## src/hw/clk_ctrl_pkg.sv

```systemverilog
/*
 clock-control slice constants: register offsets, field positions,
 reset values, command codes and cycle counts.
 assumes a 32-bit apb slave with one register per aligned word.
*/
package clk_ctrl_pkg;

  // ----------------------------------------------------------------------
  // register map
  // ----------------------------------------------------------------------
  localparam logic [7:0] ADDR_DIVIDER  = 8'h00;
  localparam logic [7:0] ADDR_TRIM     = 8'h04;
  localparam logic [7:0] ADDR_COMMAND  = 8'h08;
  localparam logic [7:0] ADDR_WDOG     = 8'h0C;
  localparam logic [7:0] ADDR_STATUS   = 8'h10;

  // ----------------------------------------------------------------------
  // field positions
  // ----------------------------------------------------------------------
  localparam int UNLOCK_BIT      = 7;
  localparam int WD_RST_EN_BIT   = 3;
  localparam int WD_IRQ_EN_BIT   = 4;
  localparam int WD_UNLOCK_BIT   = 7;

  // ----------------------------------------------------------------------
  // reset values and codes
  // ----------------------------------------------------------------------
  localparam logic [3:0] DIV_RESET_PLAIN = 4'h0;
  localparam logic [3:0] DIV_RESET_FUSE  = 4'h3;
  localparam logic [3:0] DIV_CODE_MAX    = 4'h8;
  localparam logic [3:0] CMD_WD_AUTO     = 4'h6;
  localparam logic [3:0] WD_PERIOD_RESET = 4'h0;
  localparam logic [2:0] UNLOCK_CYCLES   = 3'h4;
  localparam int         WD_BASE_CYCLES  = 2048;

endpackage

```

## src/hw/clk_divider.sv

```systemverilog
/*
 glitch-free power-of-two clock divider.
 assumes clk is the undivided source; code is a legal code 0..8.
*/
`timescale 1ns/10ps
module clk_divider
  import clk_ctrl_pkg::*;
(
  input  wire logic       clk,
  input  wire logic       rst_n,
  input  wire logic [3:0] code,
  output logic            clk_en,
  output logic [3:0]      active_code
);

  logic [7:0] count_q;
  logic [7:0] mask;

  // ----------------------------------------------------------------------
  // free-running count, never visible to software
  // ----------------------------------------------------------------------
  function automatic logic [7:0] mask_of(input logic [3:0] c);
    mask_of = 8'(9'h1FF >> (4'h9 - c));
  endfunction

  assign mask = mask_of(active_code);

  always_ff @(posedge clk or negedge rst_n) begin
    if (!rst_n) begin
      count_q <= 8'h00;
    end else begin
      count_q <= count_q + 8'h01; // RULE11
    end
  end

  // ----------------------------------------------------------------------
  // a new code is adopted only at the end of the current period
  // ----------------------------------------------------------------------
  always_ff @(posedge clk or negedge rst_n) begin
    if (!rst_n) begin
      active_code <= DIV_RESET_PLAIN;
    end else if ((count_q & mask) == mask) begin
      active_code <= code; // RULE10 RULE12
    end
  end

  // one-cycle enable per divided period drives cpu, flash, io and adc
  always_ff @(posedge clk or negedge rst_n) begin
    if (!rst_n) begin
      clk_en <= 1'b0;
    end else begin
      clk_en <= ((count_q & mask) == mask); // RULE9
    end
  end

endmodule

```

## src/hw/wdog_auto.sv

```systemverilog
/*
 watchdog in automatic-reload mode: counts watchdog ticks and resets.
 assumes wd_tick is a synchronised watchdog-oscillator pulse.
*/
`timescale 1ns/10ps
module wdog_auto
  import clk_ctrl_pkg::*;
(
  input  wire logic       clk,
  input  wire logic       rst_n,
  input  wire logic       active,
  input  wire logic       kick,
  input  wire logic       wd_tick,
  input  wire logic [3:0] period,
  output logic            timeout
);

  logic [20:0] count_q;
  logic [20:0] limit;

  assign limit = 21'(WD_BASE_CYCLES) << period[2:0]; // RULE4

  // ----------------------------------------------------------------------
  // timeout counter, reloaded by hardware while the system clock runs
  // ----------------------------------------------------------------------
  always_ff @(posedge clk or negedge rst_n) begin
    if (!rst_n) begin
      count_q <= 21'h000000;
      timeout <= 1'b0;
    end else if (!active || kick) begin
      count_q <= 21'h000000;
      timeout <= 1'b0;
    end else if (wd_tick) begin
      count_q <= count_q + 21'h000001;
      timeout <= (count_q + 21'h000001) >= limit; // RULE3
    end
  end

endmodule

```

## src/hw/clk_ctrl.sv

```systemverilog
/*
 clock prescaler, rc trim, clock command unlock and automatic-reload
 watchdog, behind an apb slave.
 assumes pclk is the undivided source clock and presetn the chip reset;
 fuse and watchdog tick inputs come from outside and are synchronised.
*/
// The register offsets and register access over APB are this design's own decisions.
`timescale 1ns/10ps
//Contract
// RULE1 - auto-reload watchdog command overrides normal watchdog enable.
// RULE2 - auto-reload command is clock command code 0110.
// RULE3 - in auto-reload mode watchdog only resets, never interrupts.
// RULE4 - auto-reload timeout still uses watchdog period select field.
// RULE5 - auto-reload stays active until any reset clears it.
// RULE6 - monitoring holds only for clocks at least 4x watchdog clock.
// RULE7 - software should enable auto-reload before external clock switch.
// RULE8 - use auto-reload only when reset clock source is internal.
// RULE9 - divider output drives cpu, flash, io and adc clocks.
// RULE10 - divider changes are glitch free, no shorter intermediate period.
// RULE11 - divider is a counter on source clock, count not readable.
// RULE12 - new rate active within old plus one to two new periods.
// RULE13 - trim loads factory value at reset, writes retune oscillator.
// RULE14 - top trim bit selects low or high overlapping range.
// RULE15 - lower seven trim bits tune monotonically within range.
// RULE16 - unlock bit set only by write with all other bits zero.
// RULE17 - unlock clears four cycles after set or on code write.
// RULE18 - rewriting unlock while set neither restarts nor clears it.
// RULE19 - new code accepted only within four cycles with unlock zero.
// RULE20 - software keeps interrupts off during divider change sequence.
// RULE21 - code resets to 0000, or 0011 with divide-by-eight fuse.
// RULE22 - any code may be written after reset regardless of fuse.
// RULE23 - code n divides by 2^n for 0..8; 9..15 reserved.
// RULE24 - divider bits 6:4 ignore writes and read zero.
// RULE25 - reserved code is stored but previous factor kept.
module clk_ctrl
  import clk_ctrl_pkg::*;
#(
  parameter logic [7:0] FACTORY_TRIM = 8'h80
)
(
  input  wire logic        pclk,
  input  wire logic        presetn,
  input  wire logic        psel,
  input  wire logic        penable,
  input  wire logic        pwrite,
  input  wire logic [7:0]  paddr,
  input  wire logic [31:0] pwdata,
  output logic [31:0]      prdata,
  output logic             pready,
  output logic             pslverr,
  input  wire logic        divide_by_eight_fuse,
  input  wire logic        wd_osc_tick,
  output logic             sys_clk_en,
  output logic [7:0]       rc_trim_out,
  output logic             wdog_reset_req,
  output logic             wdog_irq
);

  // ----------------------------------------------------------------------
  // declarations
  // ----------------------------------------------------------------------
  logic       wr;
  logic       hit;
  logic       sel_div;
  logic       sel_trim;
  logic       sel_cmd;
  logic       sel_wdog;
  logic [31:0] rdata_d;
  logic [7:0] wbyte;
  logic       fuse_s1_q;
  logic       fuse_s2_q;
  logic       tick_s1_q;
  logic       tick_s2_q;
  logic       tick_d1_q;
  logic       tick_pulse;
  logic       strap_done_q;
  logic       div_unlock_q;
  logic [2:0] div_win_q;
  logic [3:0] division_code_q;
  logic [3:0] effective_code_q;
  logic [3:0] active_code;
  logic       cmd_unlock_q;
  logic [2:0] cmd_win_q;
  logic [3:0] clock_command_code_q;
  logic       auto_reload_q;
  logic [7:0] rc_oscillator_trim_q;
  logic       wd_reset_enable_q;
  logic       wd_irq_enable_q;
  logic       wd_unlock_q;
  logic [2:0] wd_win_q;
  logic [3:0] wd_period_q;
  logic       auto_timeout;
  logic       std_timeout_q;
  logic [20:0] std_count_q;

  function automatic logic legal_code(input logic [3:0] c);
    legal_code = (c <= DIV_CODE_MAX);
  endfunction

  // watchdog timeout length in ticks for a period select value
  function automatic logic [20:0] wd_limit(input logic [3:0] p);
    wd_limit = 21'(WD_BASE_CYCLES) << p[2:0];
  endfunction

  // ----------------------------------------------------------------------
  // apb slave, zero wait states
  // ----------------------------------------------------------------------
  assign pready  = 1'b1;
  assign sel_div  = (paddr == ADDR_DIVIDER);
  assign sel_trim = (paddr == ADDR_TRIM);
  assign sel_cmd  = (paddr == ADDR_COMMAND);
  assign sel_wdog = (paddr == ADDR_WDOG);
  assign hit      = sel_div || sel_trim || sel_cmd || sel_wdog
                 || (paddr == ADDR_STATUS);
  assign pslverr  = psel && penable && !hit;
  assign wr       = psel && penable && pwrite && hit;
  assign wbyte    = pwdata[7:0];

  // read mux, captured in the setup cycle
  always_comb begin
    rdata_d = 32'h00000000;
    case (paddr)
      ADDR_DIVIDER: begin
        rdata_d = {24'h000000, div_unlock_q, 3'h0,
                   division_code_q}; // RULE24 RULE11
      end
      ADDR_TRIM: begin
        rdata_d = {24'h000000, rc_oscillator_trim_q};
      end
      ADDR_COMMAND: begin
        rdata_d = {24'h000000, cmd_unlock_q, 3'h0,
                   clock_command_code_q};
      end
      ADDR_WDOG: begin
        rdata_d = {24'h000000, wd_unlock_q, 2'h0, wd_irq_enable_q,
                   wd_reset_enable_q, wd_period_q[2:0]};
      end
      ADDR_STATUS: begin
        rdata_d = {24'h000000, 3'h0, auto_reload_q, active_code};
      end
      default: begin
        rdata_d = 32'h00000000;
      end
    endcase
  end

  always_ff @(posedge pclk or negedge presetn) begin
    if (!presetn) begin
      prdata <= 32'h00000000;
    end else if (psel && !penable && !pwrite) begin
      prdata <= rdata_d;
    end
  end

  // ----------------------------------------------------------------------
  // input synchronisers
  // ----------------------------------------------------------------------
  // fuse chain has no reset, so it holds the fuse level at release
  always_ff @(posedge pclk) begin
    fuse_s1_q <= divide_by_eight_fuse;
    fuse_s2_q <= fuse_s1_q;
  end

  always_ff @(posedge pclk or negedge presetn) begin
    if (!presetn) begin
      tick_s1_q <= 1'b0;
      tick_s2_q <= 1'b0;
      tick_d1_q <= 1'b0;
    end else begin
      tick_s1_q <= wd_osc_tick;
      tick_s2_q <= tick_s1_q;
      tick_d1_q <= tick_s2_q;
    end
  end

  assign tick_pulse = tick_s2_q && !tick_d1_q;

  // ----------------------------------------------------------------------
  // divider unlock window
  // ----------------------------------------------------------------------
  always_ff @(posedge pclk or negedge presetn) begin
    if (!presetn) begin
      div_unlock_q <= 1'b0;
      div_win_q    <= 3'h0;
    end else if (wr && paddr == ADDR_DIVIDER && !wbyte[UNLOCK_BIT]) begin
      div_unlock_q <= 1'b0; // RULE17
      div_win_q    <= 3'h0;
    end else if (div_unlock_q) begin
      div_win_q    <= div_win_q - 3'h1; // RULE18
      div_unlock_q <= (div_win_q != 3'h1); // RULE17
    end else if (wr && paddr == ADDR_DIVIDER && wbyte == 8'h80) begin
      div_unlock_q <= 1'b1; // RULE16
      div_win_q    <= UNLOCK_CYCLES;
    end
  end

  // ----------------------------------------------------------------------
  // division code, strapped from the fuse just after reset release
  // ----------------------------------------------------------------------
  always_ff @(posedge pclk or negedge presetn) begin
    if (!presetn) begin
      strap_done_q     <= 1'b0;
      division_code_q  <= DIV_RESET_PLAIN;
      effective_code_q <= DIV_RESET_PLAIN;
    end else if (!strap_done_q) begin
      // fuse level was sampled while reset was held
      strap_done_q     <= 1'b1;
      division_code_q  <= fuse_s2_q ? DIV_RESET_FUSE
                                    : DIV_RESET_PLAIN; // RULE21
      effective_code_q <= fuse_s2_q ? DIV_RESET_FUSE : DIV_RESET_PLAIN;
    end else if (wr && paddr == ADDR_DIVIDER && div_unlock_q
                 && !wbyte[UNLOCK_BIT]) begin
      division_code_q <= wbyte[3:0]; // RULE19 RULE22
      if (legal_code(wbyte[3:0])) begin
        effective_code_q <= wbyte[3:0]; // RULE23 RULE25
      end
    end
  end

  clk_divider u_div (
    .clk         (pclk),
    .rst_n       (presetn),
    .code        (effective_code_q),
    .clk_en      (sys_clk_en),
    .active_code (active_code)
  );

  // ----------------------------------------------------------------------
  // rc oscillator trim
  // ----------------------------------------------------------------------
  always_ff @(posedge pclk or negedge presetn) begin
    if (!presetn) begin
      rc_oscillator_trim_q <= FACTORY_TRIM; // RULE13
    end else if (wr && paddr == ADDR_TRIM) begin
      rc_oscillator_trim_q <= wbyte; // RULE13
    end
  end

  // range bit and fine value go straight to the oscillator
  assign rc_trim_out = rc_oscillator_trim_q; // RULE14 RULE15

  // ----------------------------------------------------------------------
  // clock command register with its own unlock window
  // ----------------------------------------------------------------------
  always_ff @(posedge pclk or negedge presetn) begin
    if (!presetn) begin
      cmd_unlock_q         <= 1'b0;
      cmd_win_q            <= 3'h0;
      clock_command_code_q <= 4'h0;
    end else if (wr && paddr == ADDR_COMMAND && !wbyte[UNLOCK_BIT]) begin
      if (cmd_unlock_q) begin
        clock_command_code_q <= wbyte[3:0];
      end
      cmd_unlock_q <= 1'b0;
      cmd_win_q    <= 3'h0;
    end else if (cmd_unlock_q) begin
      cmd_win_q    <= cmd_win_q - 3'h1;
      cmd_unlock_q <= (cmd_win_q != 3'h1);
    end else if (wr && paddr == ADDR_COMMAND && wbyte == 8'h80) begin
      cmd_unlock_q <= 1'b1;
      cmd_win_q    <= UNLOCK_CYCLES;
    end
  end

  // ----------------------------------------------------------------------
  // auto-reload mode, cleared only by reset
  // ----------------------------------------------------------------------
  always_ff @(posedge pclk or negedge presetn) begin
    if (!presetn) begin
      auto_reload_q <= 1'b0; // RULE5
    end else if (wr && paddr == ADDR_COMMAND && cmd_unlock_q
                 && !wbyte[UNLOCK_BIT] && wbyte[3:0] == CMD_WD_AUTO) begin
      auto_reload_q <= 1'b1; // RULE2
    end
  end

  // ----------------------------------------------------------------------
  // watchdog control
  // ----------------------------------------------------------------------
  always_ff @(posedge pclk or negedge presetn) begin
    if (!presetn) begin
      wd_unlock_q       <= 1'b0;
      wd_win_q          <= 3'h0;
      wd_reset_enable_q <= 1'b0;
      wd_irq_enable_q   <= 1'b0;
      wd_period_q       <= WD_PERIOD_RESET;
    end else if (wr && paddr == ADDR_WDOG) begin
      wd_period_q     <= {1'b0, wbyte[2:0]};
      wd_irq_enable_q <= wbyte[WD_IRQ_EN_BIT];
      if (wd_unlock_q || wbyte[WD_RST_EN_BIT]) begin
        wd_reset_enable_q <= wbyte[WD_RST_EN_BIT];
      end
      wd_unlock_q <= wbyte[WD_UNLOCK_BIT] && wbyte[WD_RST_EN_BIT];
      wd_win_q    <= UNLOCK_CYCLES;
    end else if (wd_unlock_q) begin
      wd_win_q    <= wd_win_q - 3'h1;
      wd_unlock_q <= (wd_win_q != 3'h1);
    end
  end

  // ----------------------------------------------------------------------
  // standard mode: software kicks by writing the control register
  // ----------------------------------------------------------------------
  always_ff @(posedge pclk or negedge presetn) begin
    if (!presetn) begin
      std_count_q   <= 21'h000000;
      std_timeout_q <= 1'b0;
    end else if (auto_reload_q || (wr && paddr == ADDR_WDOG)) begin
      std_count_q   <= 21'h000000; // RULE1
      std_timeout_q <= 1'b0;
    end else if (tick_pulse && (wd_reset_enable_q || wd_irq_enable_q))
    begin
      std_count_q   <= std_count_q + 21'h000001;
      std_timeout_q <= (std_count_q + 21'h000001)
                       >= wd_limit(wd_period_q);
    end
  end

  // ----------------------------------------------------------------------
  // hardware reload while the system clock is ticking
  // ----------------------------------------------------------------------
  // a kick landing on a tick is dropped, so a clock too slow still counts
  wdog_auto u_wd (
    .clk     (pclk),
    .rst_n   (presetn),
    .active  (auto_reload_q),
    .kick    (sys_clk_en && !tick_pulse), // RULE6
    .wd_tick (tick_pulse),
    .period  (wd_period_q),
    .timeout (auto_timeout)
  );

  // ----------------------------------------------------------------------
  // watchdog outputs
  // ----------------------------------------------------------------------
  always_ff @(posedge pclk or negedge presetn) begin
    if (!presetn) begin
      wdog_reset_req <= 1'b0;
      wdog_irq       <= 1'b0;
    end else begin
      wdog_reset_req <= auto_reload_q ? auto_timeout
                      : (std_timeout_q && wd_reset_enable_q); // RULE1
      wdog_irq       <= !auto_reload_q && std_timeout_q
                        && wd_irq_enable_q; // RULE3
    end
  end

endmodule

```

## config.mk

```make
export PLATFORM = sky130hd
export DESIGN_NAME = clk_ctrl
export DESIGN_NICKNAME = d
export VERILOG_FILES = /design/src/hw/clk_ctrl_pkg.sv /design/src/hw/clk_divider.sv /design/src/hw/wdog_auto.sv /design/src/hw/clk_ctrl.sv
export SDC_FILE = /design/constraint.sdc
export NUM_CORES = 1
export LEC_CHECK = 0
export BUFFER_PORTS_ARGS = -buffer_cell sky130_fd_sc_hd__buf_2
export CORE_ASPECT_RATIO = 1.4
export CORE_MARGIN = 4
export CORE_UTILIZATION = 55
export CTS_CLUSTER_DIAMETER = 30
export DETAILED_ROUTE_END_ITERATION = 12
export PLACE_DENSITY = 0.77
export SYNTH_ARGS = -nofsm -noshare
export SYNTH_HDL_FRONTEND = slang
export SYNTH_SLANG_ARGS = --single-unit
```

## constraint.sdc

```tcl
create_clock -name pclk -period 3.35 [get_ports pclk]
set_input_delay 0.335 -clock pclk [delete_from_list [all_inputs] [get_ports pclk]]
set_output_delay 0.335 -clock pclk [all_outputs]
set_load 0.05 [all_outputs]
```

---- Word-level counts from Yosys, hierarchy flattened ----
Cells that the tools add are included.
cells by class
  $add $sub $neg .......................... 7
  magnitude comparators ................... 3
  equality and inequality tests ........... 12
  shift-type cells ........................ 2
  multiplexer cells ....................... 32
  bitwise operators ....................... 1
  reductions and logical operators ........ 50
operators by type and width
  cell                                                   number
  2-to-1 mux 21 bit                                      4
  adder 21 x 1 -> 21 bit, second input constant          2
  >= comparator 21 bit                                   2
  case mux 8 bit (5 select lines)                        1
  logical AND 1 bit                                      26
  2-to-1 mux 3 bit                                       8
  << shifter 12 x 3 -> 21 bit, first input constant      1
  2-to-1 mux 4 bit                                       5
  == test 8 x 4 -> 1 bit, second input constant          2
  2-to-1 mux 1 bit                                       13
  inequality test 3 x 1 -> 1 bit, second input constant  3
  >> shifter 9 x 4 -> 8 bit, first input constant        1
  subtractor 3 x 1 -> 3 bit, second input constant       3
  adder 8 x 1 -> 8 bit, second input constant            1
  AND 8 bit                                              1
  == test 8 x 3 -> 1 bit, second input constant          1
  == test 8 x 5 -> 1 bit, second input constant          1
  == test 8 bit                                          1
  == test 8 bit, second input constant                   1
  zero test 8 bit                                        1
  logical OR 1 bit                                       8
  zero test 1 bit                                        7
  AND reduction 2 bit                                    3
  nonzero test 2 bit                                     3
  6 further kinds                                        8
storage, ports and cells
  flip-flop bits (word level) ............. 135
  output and inout port bits .............. 45

---- Logic depth before layout (Yosys ltp) ----
  depth in word-level cells ............... 11
  mapped depth ............................ 11

---- Modules after synthesis ----
From an unflattened synthesis, not the netlist that was laid out.
second synthesis, totals
  cell total of the unflattened synthesis .. 646
  area total of the unflattened synthesis .. 6382.4 µm²
modules (own cells, without submodules)
  module       times used  cells each  area each (µm²)  sequential area each (µm²)
  clk_ctrl     1           437         4261.6           1893.1
  wdog_auto    1           156         1470.2           550.5
  clk_divider  1           53          650.6            325.3

---- Worst setup path after synthesis ----
Ideal clock, no wire load.
  path kind ............................... reg2reg
  from .................................... reg std_count_q[3]
  to ...................................... reg std_timeout_q
  library setup time ...................... 0.128 ns
  data arrival time ....................... 2.430 ns
  path slack .............................. 0.792 ns
  cell stages (with the launch flop) ...... 11
  buffers on the path ..................... 0
  period minus slack after synthesis ...... 2.558 ns
  cells stage by stage .................... dfrtp_1 -> nand4_4 -> nor4_1 -> nand3_1 -> xnor2_1 -> ha_1 -> and2_1 -> a221oi_1 -> a31oi_1 -> nor3_1 -> a211oi_1
between the ends
  longest elaborated chain between the ends .. 4
ends and longest elaborated chain
  item                      RTL line         text
  start: declaration        clk_ctrl.sv:94   logic [20:0] std_count_q;
  start signal: assignment  clk_ctrl.sv:313  std_count_q <= std_count_q + 21'h000001;
  adder 21 x 1 -> 21 bit    clk_ctrl.sv:314  std_timeout_q <= (std_count_q + 21'h000001)
  >= comparator 21 bit      clk_ctrl.sv:315  >= wd_limit(wd_period_q);
  2-to-1 mux 1 bit          clk_ctrl.sv:311  end else if (tick_pulse && (wd_reset_enable_q || wd_irq_enable_q))
  2-to-1 mux 1 bit          clk_ctrl.sv:308  end else if (auto_reload_q || (wr && paddr == ADDR_WDOG)) begin
  end signal: assignment    clk_ctrl.sv:314
  end: declaration          clk_ctrl.sv:93   logic std_timeout_q;
No other way between the ends. The select of a mux whose other input is x is not followed.
A chain may end at the register's enable or synchronous reset.

---- Final worst setup path ----
  from .................................... reg std_count_q[0]
  to ...................................... reg std_timeout_q
Same word-level chain as after synthesis.

==> results.md <==
* Status: finished clean
* Post-synth top area cell: dfrtp_1
* Vias/cell at roughly 5.7
* Port bufs at between 40 and 50
* CTS max path bufs at 2
* Most used DFF post-synth: dfrtp_1
* Clock sink count at between 100 and 150
* Die width at around 97 um
* Effective utilization at floorplan at approximately 57%
* Most common cell in the netlist: dfrtp_1
* Ratio of cells with drive above 1 in the final layout at between 10% and 20%
* Worst-margin pin slew at about 0.94 ns
* Crit path buffers/inverters at 1
* YS warnings at 0
* RSZ-0062 raised after global routing: false
* Final min period at 2.70 ns
* WS Path Type: register to register
* Post-synth top cells: dfrtp_1 (108), nand2_1 (53), nor2_1 (52)
* WL final at about 13000 um
* Clock Skew at roughly 0.011 ns
* Post-CTS Repair Setup Buffers at 0
* CTS root buf: clkbuf_16
* Total track usage at approximately a fifth
* Largest net degree at the start of global routing at 74
* Vias in the first global route at approximately 4600
* Core area at about 11000 um^2
* Clock slew at reported path FFs at 0.07 ns
* Per-cell routed wire length at 16.0 um
* Post-synthesis sequential area ratio at 45.1%
* Synth Register Bits at approximately 110
* Critical path's largest stage delay at roughly 0.4 ns
* Final period util at 80.5%
* Drt drc at 0
* Number of DRC markers in iteration 0 at roughly 260
* Final GP Congestion at just under 0.9
* Area of the die at ~13000 um^2
* CTS tree: built
* Final setup TNS at 0 ns
* Routed vias at roughly 4600
* Max-slew headroom at 37.4%
* Cell area power density at between 400 and 500 nW/um^2
* Mapped cell area at approximately 6100 um^2
* Endpoints failing setup at 0
* Final ANT Viol Nets at 0
* Placed Cells at ~780
* Clk_lat worst skew at between 0.3 and 0.4 ns
* Post-Layout Cell Count at a little under 800
* Nets at ~720
* I/O pin cnt at 92
* Lkg Pwr at 3.11 nW
* WP data required at 3.55 ns
* Final Hold Slack at approximately 0.082 ns
* Crit path max-delay family: simple AND/OR/NAND/NOR gates
* Post-DP Area at approximately 6400 um^2
* Pre-antenna DRT Iters at 4
* HP Class: primary input to register
* CP Cell Sequence: ha_1, nand2_1, nor4_4, buf_4, nand2_1, xnor2_1, ha_1, a21o_1, a221oi_1, a31oi_1, nor3_1, a211oi_1
* Mapped Cells at 613
* Final Hold Violating Endpoints at 0
* HPWL Detailed at 9100 um
* CP startpoint kind: register
* Fmax at around 370 MHz
* Top-area cell type share of the netlist area at 44.0%
* Resize count post-CTS at 0
* Area of the multi-input gates at ~3100 um^2
* P&R area growth vs syn at 9.30%
* Synth async-reset ratio at between 90% and 100%
* Rows at 45
* Final non-filler cell area at 6720 um^2
* Critical Path End Type: register
* Total power at slightly below 3 mW
* Die Y at between 100 and 150 um
* Htree depth at 3
* Initial antenna violation count at 0
* Max cap viols at 0
* Avg Cell Area, Syn at around 10 um^2
* Sequential cell area at between 2000 and 3000 um^2
* Fill cell count at just under 900
* CP max stage cell: dfrtp_1
* First-pass GRT wire length at 21500 um
* Area contributors post-synth: dfrtp_1 (44%), ha_1 (5.7%), xnor2_1 (3.7%)
* Ant diodes at 0
* WP data arrival at roughly 2.9 ns
* Pins over their slew limit at 0
* Worst vdd ir at 271 uV
* Grt ovf at 0
* EDFF count, synth at 0
* Library cells used by synthesis at between 60 and 70
* Hold Buf Count CTS at 0
* Highest net fanout along the worst path at 8
* Clock buffer count from CTS at 9
## stage by stage
stage | setup WS [ns] | utilization, %
2_1_floorplan | 0.792 | -
3_3_place_gp | 0.707 | 59.0
3_5_place_dp | 0.664 | 59.0
4_1_cts | 0.643 | 61.8
5_1_grt | 0.390 | 61.8
6_report | 0.653 | 61.8
## cell families (layout without fill, tap and decap cells)
group | after synthesis | in the layout | share of synthesized area (%)
xor gates and xnor gates | 50 | 50 | 7.13
adders and majority gates | 28 | 28 | 5.70
and+or+nand+nor | 209 | 209 | 17.8
muxes | 31 | 31 | 6.70
other | 2 | 26 | 0.122
buffers and inverters | 70 | 87 | 5.94
DFF | 111 | 111 | 45.1
AOI/OAI and AO/OA | 112 | 112 | 11.6
## power breakdown
group / total, mW / leakage [nW] / switching [mW] / internal, mW
clock: 1.10 / 0.152 / 0.510 / 0.590
sequential: 1.43 / 1.46 / 0.0462 / 1.38
combinational: 0.367 / 1.50 / 0.257 / 0.110
## registers in the layout (all words and copies together), names as in the netlist, 4 cells and up
name	flops
std_count_q	21
u_wd.count_q	21
prdata	8
rc_trim_out	8
u_div.count_q	8
clock_command_code_q	4
division_code_q	4
effective_code_q	4
u_div.active_code	4
## layout by cell type (no fill, tap or decap), types with 20 or more instances in the layout
cell	n
o21ai_0	42
nand2_1	53
xnor2_1	26
ha_1	28
nand3_1	32
conb_1	26
buf_2	41
inv_1	20
xor2_1	24
nor2_1	52
dfrtp_1	108
## layer usage
layer,global-route usage [%],part of all wire [%],vias to the layer above
li1,-,-,2194
met1,24.0,42,2255
met2,35.3,52,94
met3,3.90,4.0,20
met4,7.85,2.4,0
met5,0,0,-
## final timing paths
path / startpoint / end / slack [ns] / cells past startpoint
worst min-delay path: divide_by_eight_fuse / fuse_s1_q / 0.08 / 1
max in group asynchronous: presetn / u_wd.count_q[15] / 2.52 / 2
min in group asynchronous: presetn / div_win_q[0] / 0.11 / 1
worst min register to register: fuse_s1_q / fuse_s2_q / 0.33 / 0
worst max register to register: std_count_q[0] / std_timeout_q / 0.65 / 12
worst max-delay path: std_count_q[0] / std_timeout_q / 0.65 / 12
## area by class of cell
cell class                 count  area share, %
timing repair buffer          51           4.36
clock buffer                   9           3.35
clock inverter                 7           1.15
inverter                      20           1.12
tap                          141           2.63
sequential                   111           41.2
multi-input combinational    456           46.2
Note: power is estimated with default switching activity, not from simulation.
